===== src/opmode_pkg.sv =====
// shared constants, types and register map for the operating mode and reset controller
package opmode_pkg;

   // clock and timing
   localparam int unsigned CLK_KHZ = 20000;
   localparam int unsigned ARM_HOLD_MS = 3000;
   localparam int unsigned ARM_CYCLES = ARM_HOLD_MS * CLK_KHZ;
   localparam int unsigned BLINK_MS = 250;
   localparam int unsigned BLINK_CYCLES = BLINK_MS * CLK_KHZ;
   localparam int TMR_W = 26;
   localparam int SYNC_SETTLE = 2; // cycles until the pin synchronisers show the pins

   // register byte offsets
   localparam logic [11:0] OFF_CTRL = 12'h000;
   localparam logic [11:0] OFF_STATUS = 12'h004;
   localparam logic [11:0] OFF_DIAG_INDEX = 12'h008;
   localparam logic [11:0] OFF_DIAG_DATA = 12'h00C;
   localparam logic [11:0] OFF_DIAG_COUNT = 12'h010;

   // control register fields
   localparam int CTRL_STORE_BIT = 0;

   // status register fields
   localparam int STAT_MODE_LSB = 0;
   localparam int STAT_SEQ_LSB = 4;
   localparam int STAT_CARD_BIT = 8;
   localparam int STAT_BATT_BIT = 9;
   localparam int STAT_ABORT_BIT = 10;
   localparam int STAT_STORE_BIT = 11;

   // diagnostic event codes
   localparam logic [15:0] EV_CARD_ACCESS = 16'hE100;
   localparam logic [15:0] EV_CARD_FS = 16'hE101;
   localparam logic [15:0] EV_CARD_FAT = 16'hE102;
   localparam logic [15:0] EV_CARD_WRITTEN = 16'hE200;
   localparam logic [15:0] EV_FLASH_WRITTEN = 16'hE300;

   // diagnostic buffer shape
   localparam int DIAG_AW = 4;
   localparam int DIAG_W = 16;
   localparam logic [DIAG_AW:0] DIAG_FULL = 5'h10;

   // synchronised pin indices
   localparam int PIN_RESET_POS = 0;
   localparam int PIN_HALT_POS = 1;
   localparam int PIN_CARD_IN = 2;
   localparam int PIN_BATT_EMPTY = 3;
   localparam int PIN_N = 4;

   typedef enum logic [1:0] {MODE_STOP, MODE_STARTUP, MODE_RUN} mode_t;

   typedef enum logic [3:0] {S_BOOT, S_IDLE, S_HOLD, S_ARMED_WAIT, S_ARMED, S_TIP, S_ERASE, S_LOAD_RESET,
      S_LOAD_FLASH_IMG, S_LOAD_POWERON, S_LOAD_INTFLASH, S_STORE_CARD, S_STORE_FLASH} seq_t;

   typedef enum logic [2:0] {CARD_NONE, CARD_LOAD_RESET, CARD_LOAD_FLASH_IMG, CARD_LOAD_POWERON,
      CARD_LOAD_INTFLASH, CARD_STORE_CARD, CARD_STORE_FLASH} card_op_t;

   typedef enum logic [2:0] {CST_OK, CST_ACCESS, CST_FS, CST_FAT, CST_TOO_BIG} card_stat_t;

   typedef struct packed
   {
      logic done;
      card_stat_t stat;
      logic flash_img_present;
   } card_res_t;

   typedef struct packed
   {
      logic psel;
      logic penable;
      logic pwrite;
      logic [11:0] paddr;
      logic [31:0] pwdata;
   } apb_req_t;

endpackage : opmode_pkg


===== src/diag_event_mem.sv =====
// diagnostic event buffer storage with registered read data
`timescale 1ns/1ps
module diag_event_mem
   import opmode_pkg::*;
(
   input wire logic pclk,
   input wire logic wr_en,
   input wire logic [DIAG_AW-1:0] wr_addr,
   input wire logic [DIAG_W-1:0] wr_data,
   input wire logic [DIAG_AW-1:0] rd_addr,
   output logic [DIAG_W-1:0] rd_data
);

   logic [DIAG_W-1:0] mem [0:(1<<DIAG_AW)-1];

   // write port
   always_ff @(posedge pclk)
   begin
      if (wr_en)
      begin
         mem[wr_addr] <= wr_data;
      end
   end

   // registered read port
   always_ff @(posedge pclk)
   begin
      rd_data <= mem[rd_addr];
   end

endmodule : diag_event_mem


===== src/operating_mode_reset_controller.sv =====
// operating mode sequencer, overall reset gesture and card load/store control
//
// The register addresses and the APB interface to the registers were decided locally.
`timescale 1ns/1ps
module operating_mode_reset_controller
   import opmode_pkg::*;
#(
   parameter int unsigned ARM_HOLD_CYCLES = ARM_CYCLES,
   parameter int unsigned BLINK_HALF_CYCLES = BLINK_CYCLES
)
(
   input wire logic pclk,
   input wire logic presetn,
   input wire apb_req_t apb_req,
   output logic [31:0] prdata,
   output logic pready,
   output logic pslverr,
   input wire logic selector_reset_position,
   input wire logic selector_halt_position,
   input wire logic card_inserted,
   input wire logic battery_empty,
   input wire logic startup_done,
   input wire logic cycle_end,
   input wire logic ram_erase_done,
   input wire card_res_t card_res,
   output logic output_inhibit,
   output logic execution_indicator,
   output logic halt_indicator,
   output logic status_indicator,
   output logic card_activity_indicator,
   output logic startup_routine_call,
   output logic cyclic_main_routine_enable,
   output logic timers_active,
   output logic image_refresh,
   output logic ram_erase_req,
   output card_op_t card_op
);

   logic [PIN_N-1:0] pin_meta_r;
   logic [PIN_N-1:0] pin_s_r;
   logic rst_pos;
   logic halt_pos;
   logic run_pos;
   mode_t mode_r;
   seq_t seq_r;
   logic [TMR_W-1:0] tmr_r;
   logic [TMR_W-1:0] blink_cnt_r;
   logic blink_r;
   logic store_pend_r;
   logic store_take;
   logic load_abort_r;
   logic seq_busy;
   logic diag_wr_r;
   logic [DIAG_W-1:0] diag_wdata_r;
   logic [DIAG_AW-1:0] diag_wptr_r;
   logic [DIAG_AW:0] diag_count_r;
   logic [DIAG_AW-1:0] diag_index_r;
   logic [DIAG_W-1:0] diag_rdata;
   logic rd_wait_r;
   logic apb_access;
   logic apb_wr;
   logic mapped;
   logic card_state;
   logic [DIAG_W-1:0] store_event;

   // two-flop synchronisers, one per pin
   genvar gi;
   generate
      for (gi = 0; gi < PIN_N; gi++)
      begin : g_sync
         always_ff @(posedge pclk or negedge presetn)
         begin
            if (!presetn)
            begin
               pin_meta_r[gi] <= 1'b0;
               pin_s_r[gi] <= 1'b0;
            end
            else
            begin
               pin_meta_r[gi] <= gi == PIN_RESET_POS ? selector_reset_position :
                  gi == PIN_HALT_POS ? selector_halt_position :
                  gi == PIN_CARD_IN ? card_inserted : battery_empty;
               pin_s_r[gi] <= pin_meta_r[gi];
            end
         end
      end
   endgenerate

   // selector decode: neither position means run
   assign rst_pos = pin_s_r[PIN_RESET_POS];
   assign halt_pos = pin_s_r[PIN_HALT_POS];
   assign run_pos = !rst_pos && !halt_pos;
   assign seq_busy = seq_r != S_IDLE;
   assign card_state = seq_r inside {S_LOAD_RESET, S_LOAD_FLASH_IMG, S_LOAD_POWERON, S_LOAD_INTFLASH,
      S_STORE_CARD, S_STORE_FLASH};

   // free-running blink source
   always_ff @(posedge pclk or negedge presetn)
   begin
      if (!presetn)
      begin
         blink_cnt_r <= '0;
         blink_r <= 1'b0;
      end
      else if (blink_cnt_r == TMR_W'(BLINK_HALF_CYCLES - 1))
      begin
         blink_cnt_r <= '0;
         blink_r <= !blink_r;
      end
      else
      begin
         blink_cnt_r <= blink_cnt_r + 1'b1;
      end
   end

   // operating mode state machine; leaving to stop clears nothing
   always_ff @(posedge pclk or negedge presetn)
   begin
      if (!presetn)
      begin
         mode_r <= MODE_STOP;
      end
      else
      begin
         case (mode_r)
            MODE_STOP:
               if (run_pos && !seq_busy) mode_r <= MODE_STARTUP;
            MODE_STARTUP:
               if (!run_pos) mode_r <= MODE_STOP;
               else if (startup_done) mode_r <= MODE_RUN;
            MODE_RUN:
               if (!run_pos) mode_r <= MODE_STOP;
            default:
               mode_r <= MODE_STOP;
         endcase
      end
   end

   // startup routine call pulse, one per entry, no time supervision
   always_ff @(posedge pclk or negedge presetn)
   begin
      if (!presetn)
      begin
         startup_routine_call <= 1'b0;
      end
      else
      begin
         startup_routine_call <= mode_r == MODE_STOP && run_pos && !seq_busy;
      end
   end

   // execution controls and output gating per mode
   always_ff @(posedge pclk or negedge presetn)
   begin
      if (!presetn)
      begin
         output_inhibit <= 1'b1;
         execution_indicator <= 1'b0;
         halt_indicator <= 1'b1;
         cyclic_main_routine_enable <= 1'b0;
         timers_active <= 1'b0;
         image_refresh <= 1'b0;
      end
      else
      begin
         output_inhibit <= mode_r != MODE_RUN;
         execution_indicator <= mode_r == MODE_RUN || (mode_r == MODE_STARTUP && blink_r);
         halt_indicator <= mode_r == MODE_STOP;
         cyclic_main_routine_enable <= mode_r == MODE_RUN;
         timers_active <= mode_r == MODE_RUN;
         image_refresh <= mode_r == MODE_RUN && cycle_end;
      end
   end

   // indicators owned by the reset gesture and card sequencer
   always_ff @(posedge pclk or negedge presetn)
   begin
      if (!presetn)
      begin
         status_indicator <= 1'b0;
         card_activity_indicator <= 1'b0;
      end
      else
      begin
         if (seq_r == S_HOLD || seq_r == S_ERASE)
            status_indicator <= blink_r;
         else
            status_indicator <= mode_r == MODE_STOP;
         card_activity_indicator <= card_state && blink_r;
      end
   end

   // store command is taken only from idle with a card present
   assign store_take = seq_r == S_IDLE && mode_r != MODE_STARTUP && store_pend_r && pin_s_r[PIN_CARD_IN]
      && !(mode_r == MODE_STOP && rst_pos); // a gesture start would otherwise swallow the command

   // reset gesture and card load/store sequencer
   always_ff @(posedge pclk or negedge presetn)
   begin
      if (!presetn)
      begin
         seq_r <= S_BOOT;
         tmr_r <= '0;
         load_abort_r <= 1'b0;
      end
      else
      begin
         tmr_r <= tmr_r + 1'b1;
         case (seq_r)
            S_BOOT:
               if (tmr_r != TMR_W'(SYNC_SETTLE)) seq_r <= S_BOOT; // synced pins still show reset values
               else if (pin_s_r[PIN_CARD_IN]) seq_r <= S_LOAD_POWERON;
               else if (pin_s_r[PIN_BATT_EMPTY]) seq_r <= S_LOAD_INTFLASH;
               else seq_r <= S_IDLE;
            S_IDLE:
            begin
               tmr_r <= '0;
               if (mode_r == MODE_STOP && rst_pos) seq_r <= S_HOLD;
               else if (store_take) seq_r <= S_STORE_CARD;
            end
            S_HOLD:
               if (!rst_pos) seq_r <= S_IDLE;
               else if (tmr_r == TMR_W'(ARM_HOLD_CYCLES - 1)) seq_r <= S_ARMED_WAIT;
            S_ARMED_WAIT:
               if (halt_pos) seq_r <= S_ARMED;
               else if (run_pos) seq_r <= S_IDLE;
            S_ARMED:
            begin
               tmr_r <= '0;
               if (rst_pos) seq_r <= S_TIP;
               else if (run_pos) seq_r <= S_IDLE;
            end
            S_TIP:
               if (halt_pos) seq_r <= S_ERASE;
               else if (run_pos || tmr_r == TMR_W'(ARM_HOLD_CYCLES - 1)) seq_r <= S_IDLE;
            S_ERASE:
               if (ram_erase_done)
               begin
                  load_abort_r <= 1'b0;
                  seq_r <= pin_s_r[PIN_CARD_IN] ? S_LOAD_RESET : S_IDLE;
               end
            S_LOAD_RESET:
               if (card_res.done)
               begin
                  load_abort_r <= card_res.stat == CST_TOO_BIG;
                  if (card_res.stat == CST_OK && card_res.flash_img_present)
                     seq_r <= S_LOAD_FLASH_IMG;
                  else
                     seq_r <= S_IDLE;
               end
            S_LOAD_POWERON, S_LOAD_INTFLASH, S_LOAD_FLASH_IMG:
               if (card_res.done)
               begin
                  load_abort_r <= card_res.stat == CST_TOO_BIG;
                  seq_r <= S_IDLE;
               end
            S_STORE_CARD:
               if (card_res.done) seq_r <= S_STORE_FLASH;
            S_STORE_FLASH:
               if (card_res.done) seq_r <= S_IDLE;
            default:
               seq_r <= S_IDLE;
         endcase
      end
   end

   // requests to the ram eraser and the card/flash engine; the card itself is never erased
   always_comb
   begin
      ram_erase_req = seq_r == S_ERASE;
      case (seq_r)
         S_LOAD_RESET: card_op = CARD_LOAD_RESET;
         S_LOAD_FLASH_IMG: card_op = CARD_LOAD_FLASH_IMG;
         S_LOAD_POWERON: card_op = CARD_LOAD_POWERON;
         S_LOAD_INTFLASH: card_op = CARD_LOAD_INTFLASH;
         S_STORE_CARD: card_op = CARD_STORE_CARD;
         S_STORE_FLASH: card_op = CARD_STORE_FLASH;
         default: card_op = CARD_NONE;
      endcase
   end

   // event code for a finished write
   always_comb
   begin
      case (card_res.stat)
         CST_ACCESS: store_event = EV_CARD_ACCESS;
         CST_FS: store_event = EV_CARD_FS;
         CST_FAT: store_event = EV_CARD_FAT;
         default: store_event = seq_r == S_STORE_FLASH ? EV_FLASH_WRITTEN : EV_CARD_WRITTEN;
      endcase
   end

   // diagnostic logging after each write step
   always_ff @(posedge pclk or negedge presetn)
   begin
      if (!presetn)
      begin
         diag_wr_r <= 1'b0;
         diag_wdata_r <= '0;
      end
      else
      begin
         diag_wr_r <= card_res.done && (seq_r == S_STORE_CARD || seq_r == S_STORE_FLASH);
         diag_wdata_r <= store_event;
      end
   end

   // buffer write pointer and saturating entry count
   always_ff @(posedge pclk or negedge presetn)
   begin
      if (!presetn)
      begin
         diag_wptr_r <= '0;
         diag_count_r <= '0;
      end
      else if (diag_wr_r)
      begin
         diag_wptr_r <= diag_wptr_r + 1'b1;
         if (diag_count_r != DIAG_FULL) diag_count_r <= diag_count_r + 1'b1;
      end
   end

   diag_event_mem u_diag_mem
   (
      .pclk(pclk),
      .wr_en(diag_wr_r),
      .wr_addr(diag_wptr_r),
      .wr_data(diag_wdata_r),
      .rd_addr(diag_index_r),
      .rd_data(diag_rdata)
   );

   // apb decode
   assign apb_access = apb_req.psel && apb_req.penable;
   assign apb_wr = apb_access && apb_req.pwrite && pready;
   assign mapped = apb_req.paddr inside {OFF_CTRL, OFF_STATUS, OFF_DIAG_INDEX, OFF_DIAG_DATA, OFF_DIAG_COUNT};
   assign pready = !(apb_access && !apb_req.pwrite && apb_req.paddr == OFF_DIAG_DATA && !rd_wait_r);
   assign pslverr = apb_access && pready && !mapped;

   // one wait state on buffer data reads
   always_ff @(posedge pclk or negedge presetn)
   begin
      if (!presetn)
         rd_wait_r <= 1'b0;
      else
         rd_wait_r <= apb_access && !pready;
   end

   // store command latch; a new request wins over the take
   always_ff @(posedge pclk or negedge presetn)
   begin
      if (!presetn)
         store_pend_r <= 1'b0;
      else
         store_pend_r <= (apb_wr && apb_req.paddr == OFF_CTRL && apb_req.pwdata[CTRL_STORE_BIT])
            || (store_pend_r && !store_take);
   end

   // buffer read index
   always_ff @(posedge pclk or negedge presetn)
   begin
      if (!presetn)
         diag_index_r <= '0;
      else if (apb_wr && apb_req.paddr == OFF_DIAG_INDEX)
         diag_index_r <= apb_req.pwdata[DIAG_AW-1:0];
   end

   // read data mux
   always_comb
   begin
      prdata = '0;
      case (apb_req.paddr)
         OFF_CTRL: prdata[CTRL_STORE_BIT] = store_pend_r;
         OFF_STATUS:
         begin
            prdata[STAT_MODE_LSB +: 2] = mode_r;
            prdata[STAT_SEQ_LSB +: 4] = seq_r;
            prdata[STAT_CARD_BIT] = pin_s_r[PIN_CARD_IN];
            prdata[STAT_BATT_BIT] = pin_s_r[PIN_BATT_EMPTY];
            prdata[STAT_ABORT_BIT] = load_abort_r;
            prdata[STAT_STORE_BIT] = seq_r == S_STORE_CARD || seq_r == S_STORE_FLASH;
         end
         OFF_DIAG_INDEX: prdata[DIAG_AW-1:0] = diag_index_r;
         OFF_DIAG_DATA: prdata[DIAG_W-1:0] = diag_rdata;
         OFF_DIAG_COUNT: prdata[DIAG_AW:0] = diag_count_r;
         default: prdata = '0;
      endcase
   end
endmodule : operating_mode_reset_controller


===== config.mk =====
export PLATFORM = sky130hd
export DESIGN_NAME = operating_mode_reset_controller
export DESIGN_NICKNAME = d
export VERILOG_FILES = /design/src/opmode_pkg.sv /design/src/diag_event_mem.sv /design/src/operating_mode_reset_controller.sv
export SDC_FILE = /design/constraint.sdc
export NUM_CORES = 1
export LEC_CHECK = 0
export BUFFER_PORTS_ARGS = -buffer_cell sky130_fd_sc_hd__buf_2
export CORE_MARGIN = 8
export CORE_UTILIZATION = 45
export DETAILED_ROUTE_END_ITERATION = 8
export HOLD_SLACK_MARGIN = 0.12
export PLACE_DENSITY = 0.64
export SLEW_MARGIN = 20
export SYNTH_ARGS = -nofsm -noshare
export SYNTH_HDL_FRONTEND = slang
export SYNTH_SLANG_ARGS = --single-unit

===== constraint.sdc =====
create_clock -name pclk -period 3.15 [get_ports pclk]
set_clock_uncertainty 0.05 [all_clocks]
set_input_delay 0 -clock pclk [delete_from_list [all_inputs] [get_ports pclk]]
set_output_delay 0 -clock pclk [all_outputs]
set_load 0.01 [all_outputs]

# After elaboration in Yosys (flattened, before gate mapping)
# Memory sizes are Yosys's and may differ from the RTL's. A register that Yosys moved wholly into a read port is not among the register bits.
# Index checks and enable logic that the tools add are counted.
[word_totals]
regBits = 108
ramBits = 256
in_bits = 61
wordCells = 171
n_memories = 1
[memory_table]
columns = ["name", "words", "width", "rd", "rd_clocked_by_memory_dff", "wr", "line_no", "text"]
rows = [
  ["u_diag_mem.mem", 16, 16, 1, 1, 1, "diag_event_mem.sv:14", "logic [DIAG_W-1:0] mem [0:(1<<DIAG_AW)-1];"],
]
[op_classes]
addsub = 4
n_eq_ne = 40
n_mux = 41
n_reduce_logical = 56
[op_table]
columns = ["cell", "count"]
rows = [
  ["$mux W4", 18],
  ["$add A26 B1 Y26 const B", 2],
  ["$mux W26", 2],
  ["$pmux W4 S10", 1],
  ["$pmux W10 S3", 1],
  ["$logic_and A1 B1 Y1", 27],
  ["$eq A26 B23 Y1 const B", 1],
  ["$eq A26 B26 Y1 const B", 1],
  ["$ne A26 B2 Y1 const B", 1],
  ["$eq A12 B4 Y1 const B", 2],
  ["$eq A4 B4 Y1 const B", 5],
  ["$pmux W3 S6", 1],
  ["$eq A4 B3 Y1 const B", 4],
  ["$pmux W7 S2", 1],
  ["$eq A12 B3 Y1 const B", 1],
  ["$eq A12 B5 Y1 const B", 1],
  ["$logic_not A12 Y1", 1],
  ["$ne A2 B2 Y1 const B", 6],
  ["$pmux W2 S3", 2],
  ["$logic_not A1 Y1", 10],
  ["$mux W9", 1],
  ["$eq A4 B2 Y1 const B", 2],
  ["$mux W2", 4],
  ["$reduce_or A4 Y1", 2],
  ["30 further kinds", 44],
]

# Longest topological paths before layout
[logic_depth]
word_depth = 9
depth_mapped = 7
mapped_depth_nobuf = 7

# Hierarchy
# Synthesis repeated with hierarchy kept, for this count alone.
[unflattened]
hier_cells = 940
area_unflattened_um2 = 15049.4
[modules_own_cells]
columns = ["module", "instances", "cells_per_inst", "area_each_um2"]
rows = [
  ["diag_event_mem", 1, 432, 10042.1],
  ["operating_mode_reset_controller", 1, 508, 5007.3],
]

# Least setup slack after synthesis
# Ideal clock, no wire load.
[synth_path]
path_kind = "register to register"
startpoint = "register tmr_r[19]"
endpoint = "register seq_r[2]"
arrival_ns = 1.826
t_required_ns = 2.975
slack_ns = 1.149
path_stages_with_launch = 6
path_cell_list = "dfrtp_1 -> or4_4 -> nor3_2 -> a41oi_1 -> or3_4 -> mux2_4"
[synth_via]
elab_chain_len = 4
[synth_rtl]
columns = ["item", "line_no", "text"]
rows = [
  ["from (decl)", "operating_mode_reset_controller.sv:46", "logic [TMR_W-1:0] tmr_r;"],
  ["from (signal assigned)", "operating_mode_reset_controller.sv:208", "tmr_r <= tmr_r + 1'b1;"],
  ["$eq A26 B26 Y1", "operating_mode_reset_controller.sv:223, operating_mode_reset_controller.sv:235", ""],
  ["$logic_or A1 B1 Y1", "operating_mode_reset_controller.sv:235", "else if (run_pos || tmr_r == TMR_W'(ARM_HOLD_CYCLES - 1)) seq_r <= S_IDLE;"],
  ["$ne A3 B3 Y1 (no line)", "-", ""],
  ["$reduce_and A7 Y1 (no line)", "-", ""],
  ["to (signal assigned)", "operating_mode_reset_controller.sv:240", "seq_r <= pin_s_r[PIN_CARD_IN] ? S_LOAD_RESET : S_IDLE;"],
  ["to (decl)", "operating_mode_reset_controller.sv:45", "seq_t seq_r;"],
]
# Several ways; a longest one is shown, not always the timed one.
# A chain may end at the register's enable or synchronous reset.

# Worst setup path in the final report
[layout_path]
startpoint = "register seq_r[2]"
endpoint = "register seq_r[2]"
[layout_via]
elab_chain_len = 7
[layout_rtl]
columns = ["item", "line_no", "text"]
rows = [
  ["$eq A4 B1 Y1", "operating_mode_reset_controller.sv:194, operating_mode_reset_controller.sv:209", ""],
  ["$logic_and A1 B1 Y1 (3 in series)", "operating_mode_reset_controller.sv:194", "assign store_take = seq_r == S_IDLE && mode_r != MODE_STARTUP && store_pend_r && pin_s_r[PIN_CARD_IN]"],
  ["$logic_and A1 B1 Y1", "operating_mode_reset_controller.sv:195", "&& !(mode_r == MODE_STOP && rst_pos);"],
  ["$ne A3 B2 Y1 (no line)", "-", ""],
  ["$reduce_and A7 Y1 (no line)", "-", ""],
]
# Several ways; a longest one is shown, not always the timed one.

==> flow_summary.ini <==
[sta]
setup_repair_after_global_routing_missed_its_margin = false
slew_at_the_pin_with_the_worst_max_slew_slack_ns = 1.03
setup_violations = 0
slew_limit_headroom_pct = 31.3
slew_violations = 0
finalWorstPathRequiredPeriod_ns = 2.22
setup_tns_final_ns = 0
post-route-period-util_pct = 70.6
clock.fmax_mhz = 450
timing_hold_violations_final = 0

[critical_path]
reg2regPathDepth = 5
cp_cell_sequence = o21ai_1 > a2bb2oi_1 > nor2_1 > or3_4 > mux2_4
crit_path_top_delay_cell = sky130_fd_sc_hd__dfrtp_1
reg2reg_from = seq_r[2]
r2r_end = seq_r[2]
path_max_fanout = 19
worst_ep_arrival_time_ns = 2.48
cpPeakStageDelay_ns = 0.75
worstSetupStartpointType = register
critical_path.startpoint = seq_r[2]
critical_path.n_buffers_inverters = 0
timing.reg2reg.setup_slack_ns = 0.93
critical_path_class = reg -> reg
critical-path-top-delay-family = flip-flops
cp-end-kind = register
timing.critical_path.required_ns = 3.41

[detailed_routing]
detailroute.via_count = 5389
drt-initial-drc-count = 513
avgRoutedWirePerCell_um = 18.0
drt_pass1_iterations = 5
antenna_violating_nets_post_route = 0
vias_per_cell = 5.55
wirelength_mm = 17.5
route.detailed.drc = 0

[flow_run]
cap_violations = 0

[global_route]
grt_first_pass_wirelength_mm = 28.8
largest_net_degree_at_the_start_of_global_routing = 84
grt_antenna_before_repair = 0
global_router_s_overall_resource_usage_pct = 16.0
globalRouteOverflowTotal = 0
grt_pass1_vias = 5450

[floorplan]
placement_rows = 49
die_height_um = 151
top_level_ports = 108
fp.dieW_um = 151
die-area_mm2 = 0.0229
placeableCoreArea_mm2 = 0.0180
start_util_pct = 45.8

[logic_synthesis]
synth-edff-count = 80
synthDominantCellAreaShare_pct = 29.2
synth_cell_type_count = 66
seq_area_frac_synth_pct = 59.9
post_synth_inst_count = 645
synth_largest_area_cell = sky130_fd_sc_hd__edfxtp_1
synth.cells.most_frequent = 95 x sky130_fd_sc_hd__dfrtp_1, 80 x sky130_fd_sc_hd__edfxtp_1, 71 x sky130_fd_sc_hd__nor2_1, 39 x sky130_fd_sc_hd__nand2_1, 37 x sky130_fd_sc_hd__xnor2_1
synth_area_leaders = sky130_fd_sc_hd__edfxtp_1 29%, sky130_fd_sc_hd__dfrtp_1 29%, sky130_fd_sc_hd__mux4_2 7.1%
synth_warnings = 0
synth_area_mm2 = 0.00823
yosys_register_bits = 182
synth_top_flop_cell = sky130_fd_sc_hd__dfrtp_1
post_synthesis_average_cell_area_um2 = 12.8
synth.most_common_cell = sky130_fd_sc_hd__dfrtp_1
asyncSetResetFlopFracSynth_pct = 53.3

[power_and_ir_drop]
power.leakage_nw = 3.79
power_per_cell_area_mw_per_mm2 = 598
max-vdd-ir-drop_mv = 0.402

[cells_and_area]
final_area_mm2 = 0.00954
n_diodes = 0
area_overhead_of_the_layout_relative_to_synthesis_pct = 15.9
fin_nets = 799
finalCoreUtilization_pct = 53.1
post_route_cells_drive_above_1_share_pct = 19.0

[outcome]
outcome = finished clean

[placement]
place_congestion = 0.887
detailedPlacementHpwl_mm = 12.0
port_buffers = 62
detailed_place.area_mm2 = 0.00867

[cts]
cts_max_path_buffers = 2
cts_max_level = 4
postCtsSetupRepairBufs = 0
cts.reportedPaths.clkPinSlew_ns = 0.07
cts_tree = done
insertion_delay_ns = 0.43
cts_made_buffers = 17
clk_root_buffer_cell = sky130_fd_sc_hd__clkbuf_16
tritoncts_num_sinks = 182

[hold_path]
classification_of_the_worst_slack_hold_path = in -> async
==> power breakdown <==
part           switching (mW)  internal [mW]
registers               0.237           2.60
clock network           0.998           1.07
logic                   0.449          0.345
==> registers in the layout (all words and copies together), names as in the netlist, 5 cells and up <==
name	flops
u_diag_mem.rd_data	5
diag_wdata_r	5
tmr_r	26
blink_cnt_r	26
u_diag_mem.mem	80
diag_count_r	5
==> placed cells by master, fill, tap and decap left out, types with 10 or more instances in the layout <==
| master | Yosys | routed |
|---|---|---|
| sky130_fd_sc_hd__nor2_1 | 71 | 71 |
| sky130_fd_sc_hd__nand2_1 | 39 | 39 |
| sky130_fd_sc_hd__and3_1 | 11 | 11 |
| sky130_fd_sc_hd__xnor2_1 | 37 | 37 |
| sky130_fd_sc_hd__clkbuf_16 | 0 | 17 |
| sky130_fd_sc_hd__conb_1 | 2 | 18 |
| sky130_fd_sc_hd__mux4_2 | 26 | 26 |
| sky130_fd_sc_hd__dlygate4sd3_1 | 0 | 27 |
| sky130_fd_sc_hd__nand3_1 | 28 | 28 |
| sky130_fd_sc_hd__dfrtp_1 | 95 | 95 |
| sky130_fd_sc_hd__xor2_1 | 17 | 17 |
| sky130_fd_sc_hd__buf_2 | 4 | 61 |
| sky130_fd_sc_hd__nor3_1 | 20 | 19 |
| sky130_fd_sc_hd__inv_1 | 19 | 19 |
| sky130_fd_sc_hd__o21ai_0 | 10 | 10 |
| sky130_fd_sc_hd__edfxtp_1 | 80 | 80 |
| sky130_fd_sc_hd__nand4_1 | 11 | 11 |
==> through the flow <==
step / cells / hold WS (ns) / worst slack (ns) / total power, mW
after floorplan: 661 / -0.346 / 1.15 / 3.42
after global placement: 912 / 0.0607 / 1.00 / 3.62
after detailed placement: 912 / 0.0594 / 0.943 / 3.64
after CTS: 971 / 0.139 / 0.928 / 5.73
after global routing: 971 / 0.173 / 0.719 / 5.98
final: 971 / 0.120 / 0.927 / 5.70
==> layout make-up <==
cell class / instances / area, µm²
clock buffers: 17 / 425
repair buffers: 93 / 617
fillers: 1508 / 8430
inverters: 20 / 75.1
flip-flops and latches: 182 / 4930
well taps: 229 / 287
multi-input cells: 415 / 3030
clock inverters: 15 / 166
==> worst register-to-register path: cells and delay by family, from the launching register on <==
kind	cells	cell delay, ns
muxes	1	0.31
AOI/OAI and AO/OA	2	0.49
and+or+nand+nor	2	0.51
DFF	1	0.75
==> how the worst max path moves through the flow <==
| stage | to | slack [ns] | depth (start not counted) |
|---|---|---|---|
| 3_5_place_dp | u_diag_mem.rd_data[0] | 0.94 | 2 |
| 2_1_floorplan | seq_r[2] | 1.15 | 5 |
| 3_3_place_gp | seq_r[2] | 1.0 | 5 |
| 4_1_cts | blink_cnt_r[18] | 0.93 | 6 |
| 6_report | seq_r[2] | 0.93 | 5 |
| 5_1_grt | blink_cnt_r[18] | 0.72 | 6 |
==> cells by family after synthesis <==
kind of cell               count (synthesis)  share of synthesized area [%]
and+or+nand+nor                          243                           15.7
adders and majority gates                  9                           1.37
other                                      2                         0.0912
DFF                                      182                           59.9
AOI/OAI and AO/OA                         54                           4.54
muxes                                     37                           8.62
xor gates and xnor gates                  54                           5.75
buffers and inverters                     64                           4.01
==> timing repair <==
action,4_1_cts,5_1_grt
hold buffers,27,0
hold endpoints to repair,103,0
gates resized for setup,0,0
==> layer usage <==
layer | share of wire [%] | track usage [%] | wire length (µm)
met5 | 0 | 0 | 0
met2 | 49 | 26.5 | 8590
met3 | 6.4 | 3.14 | 1130
met4 | 1.1 | 4.80 | 199
met1 | 43 | 21.0 | 7600
Note: power is estimated with default switching activity, not from simulation.
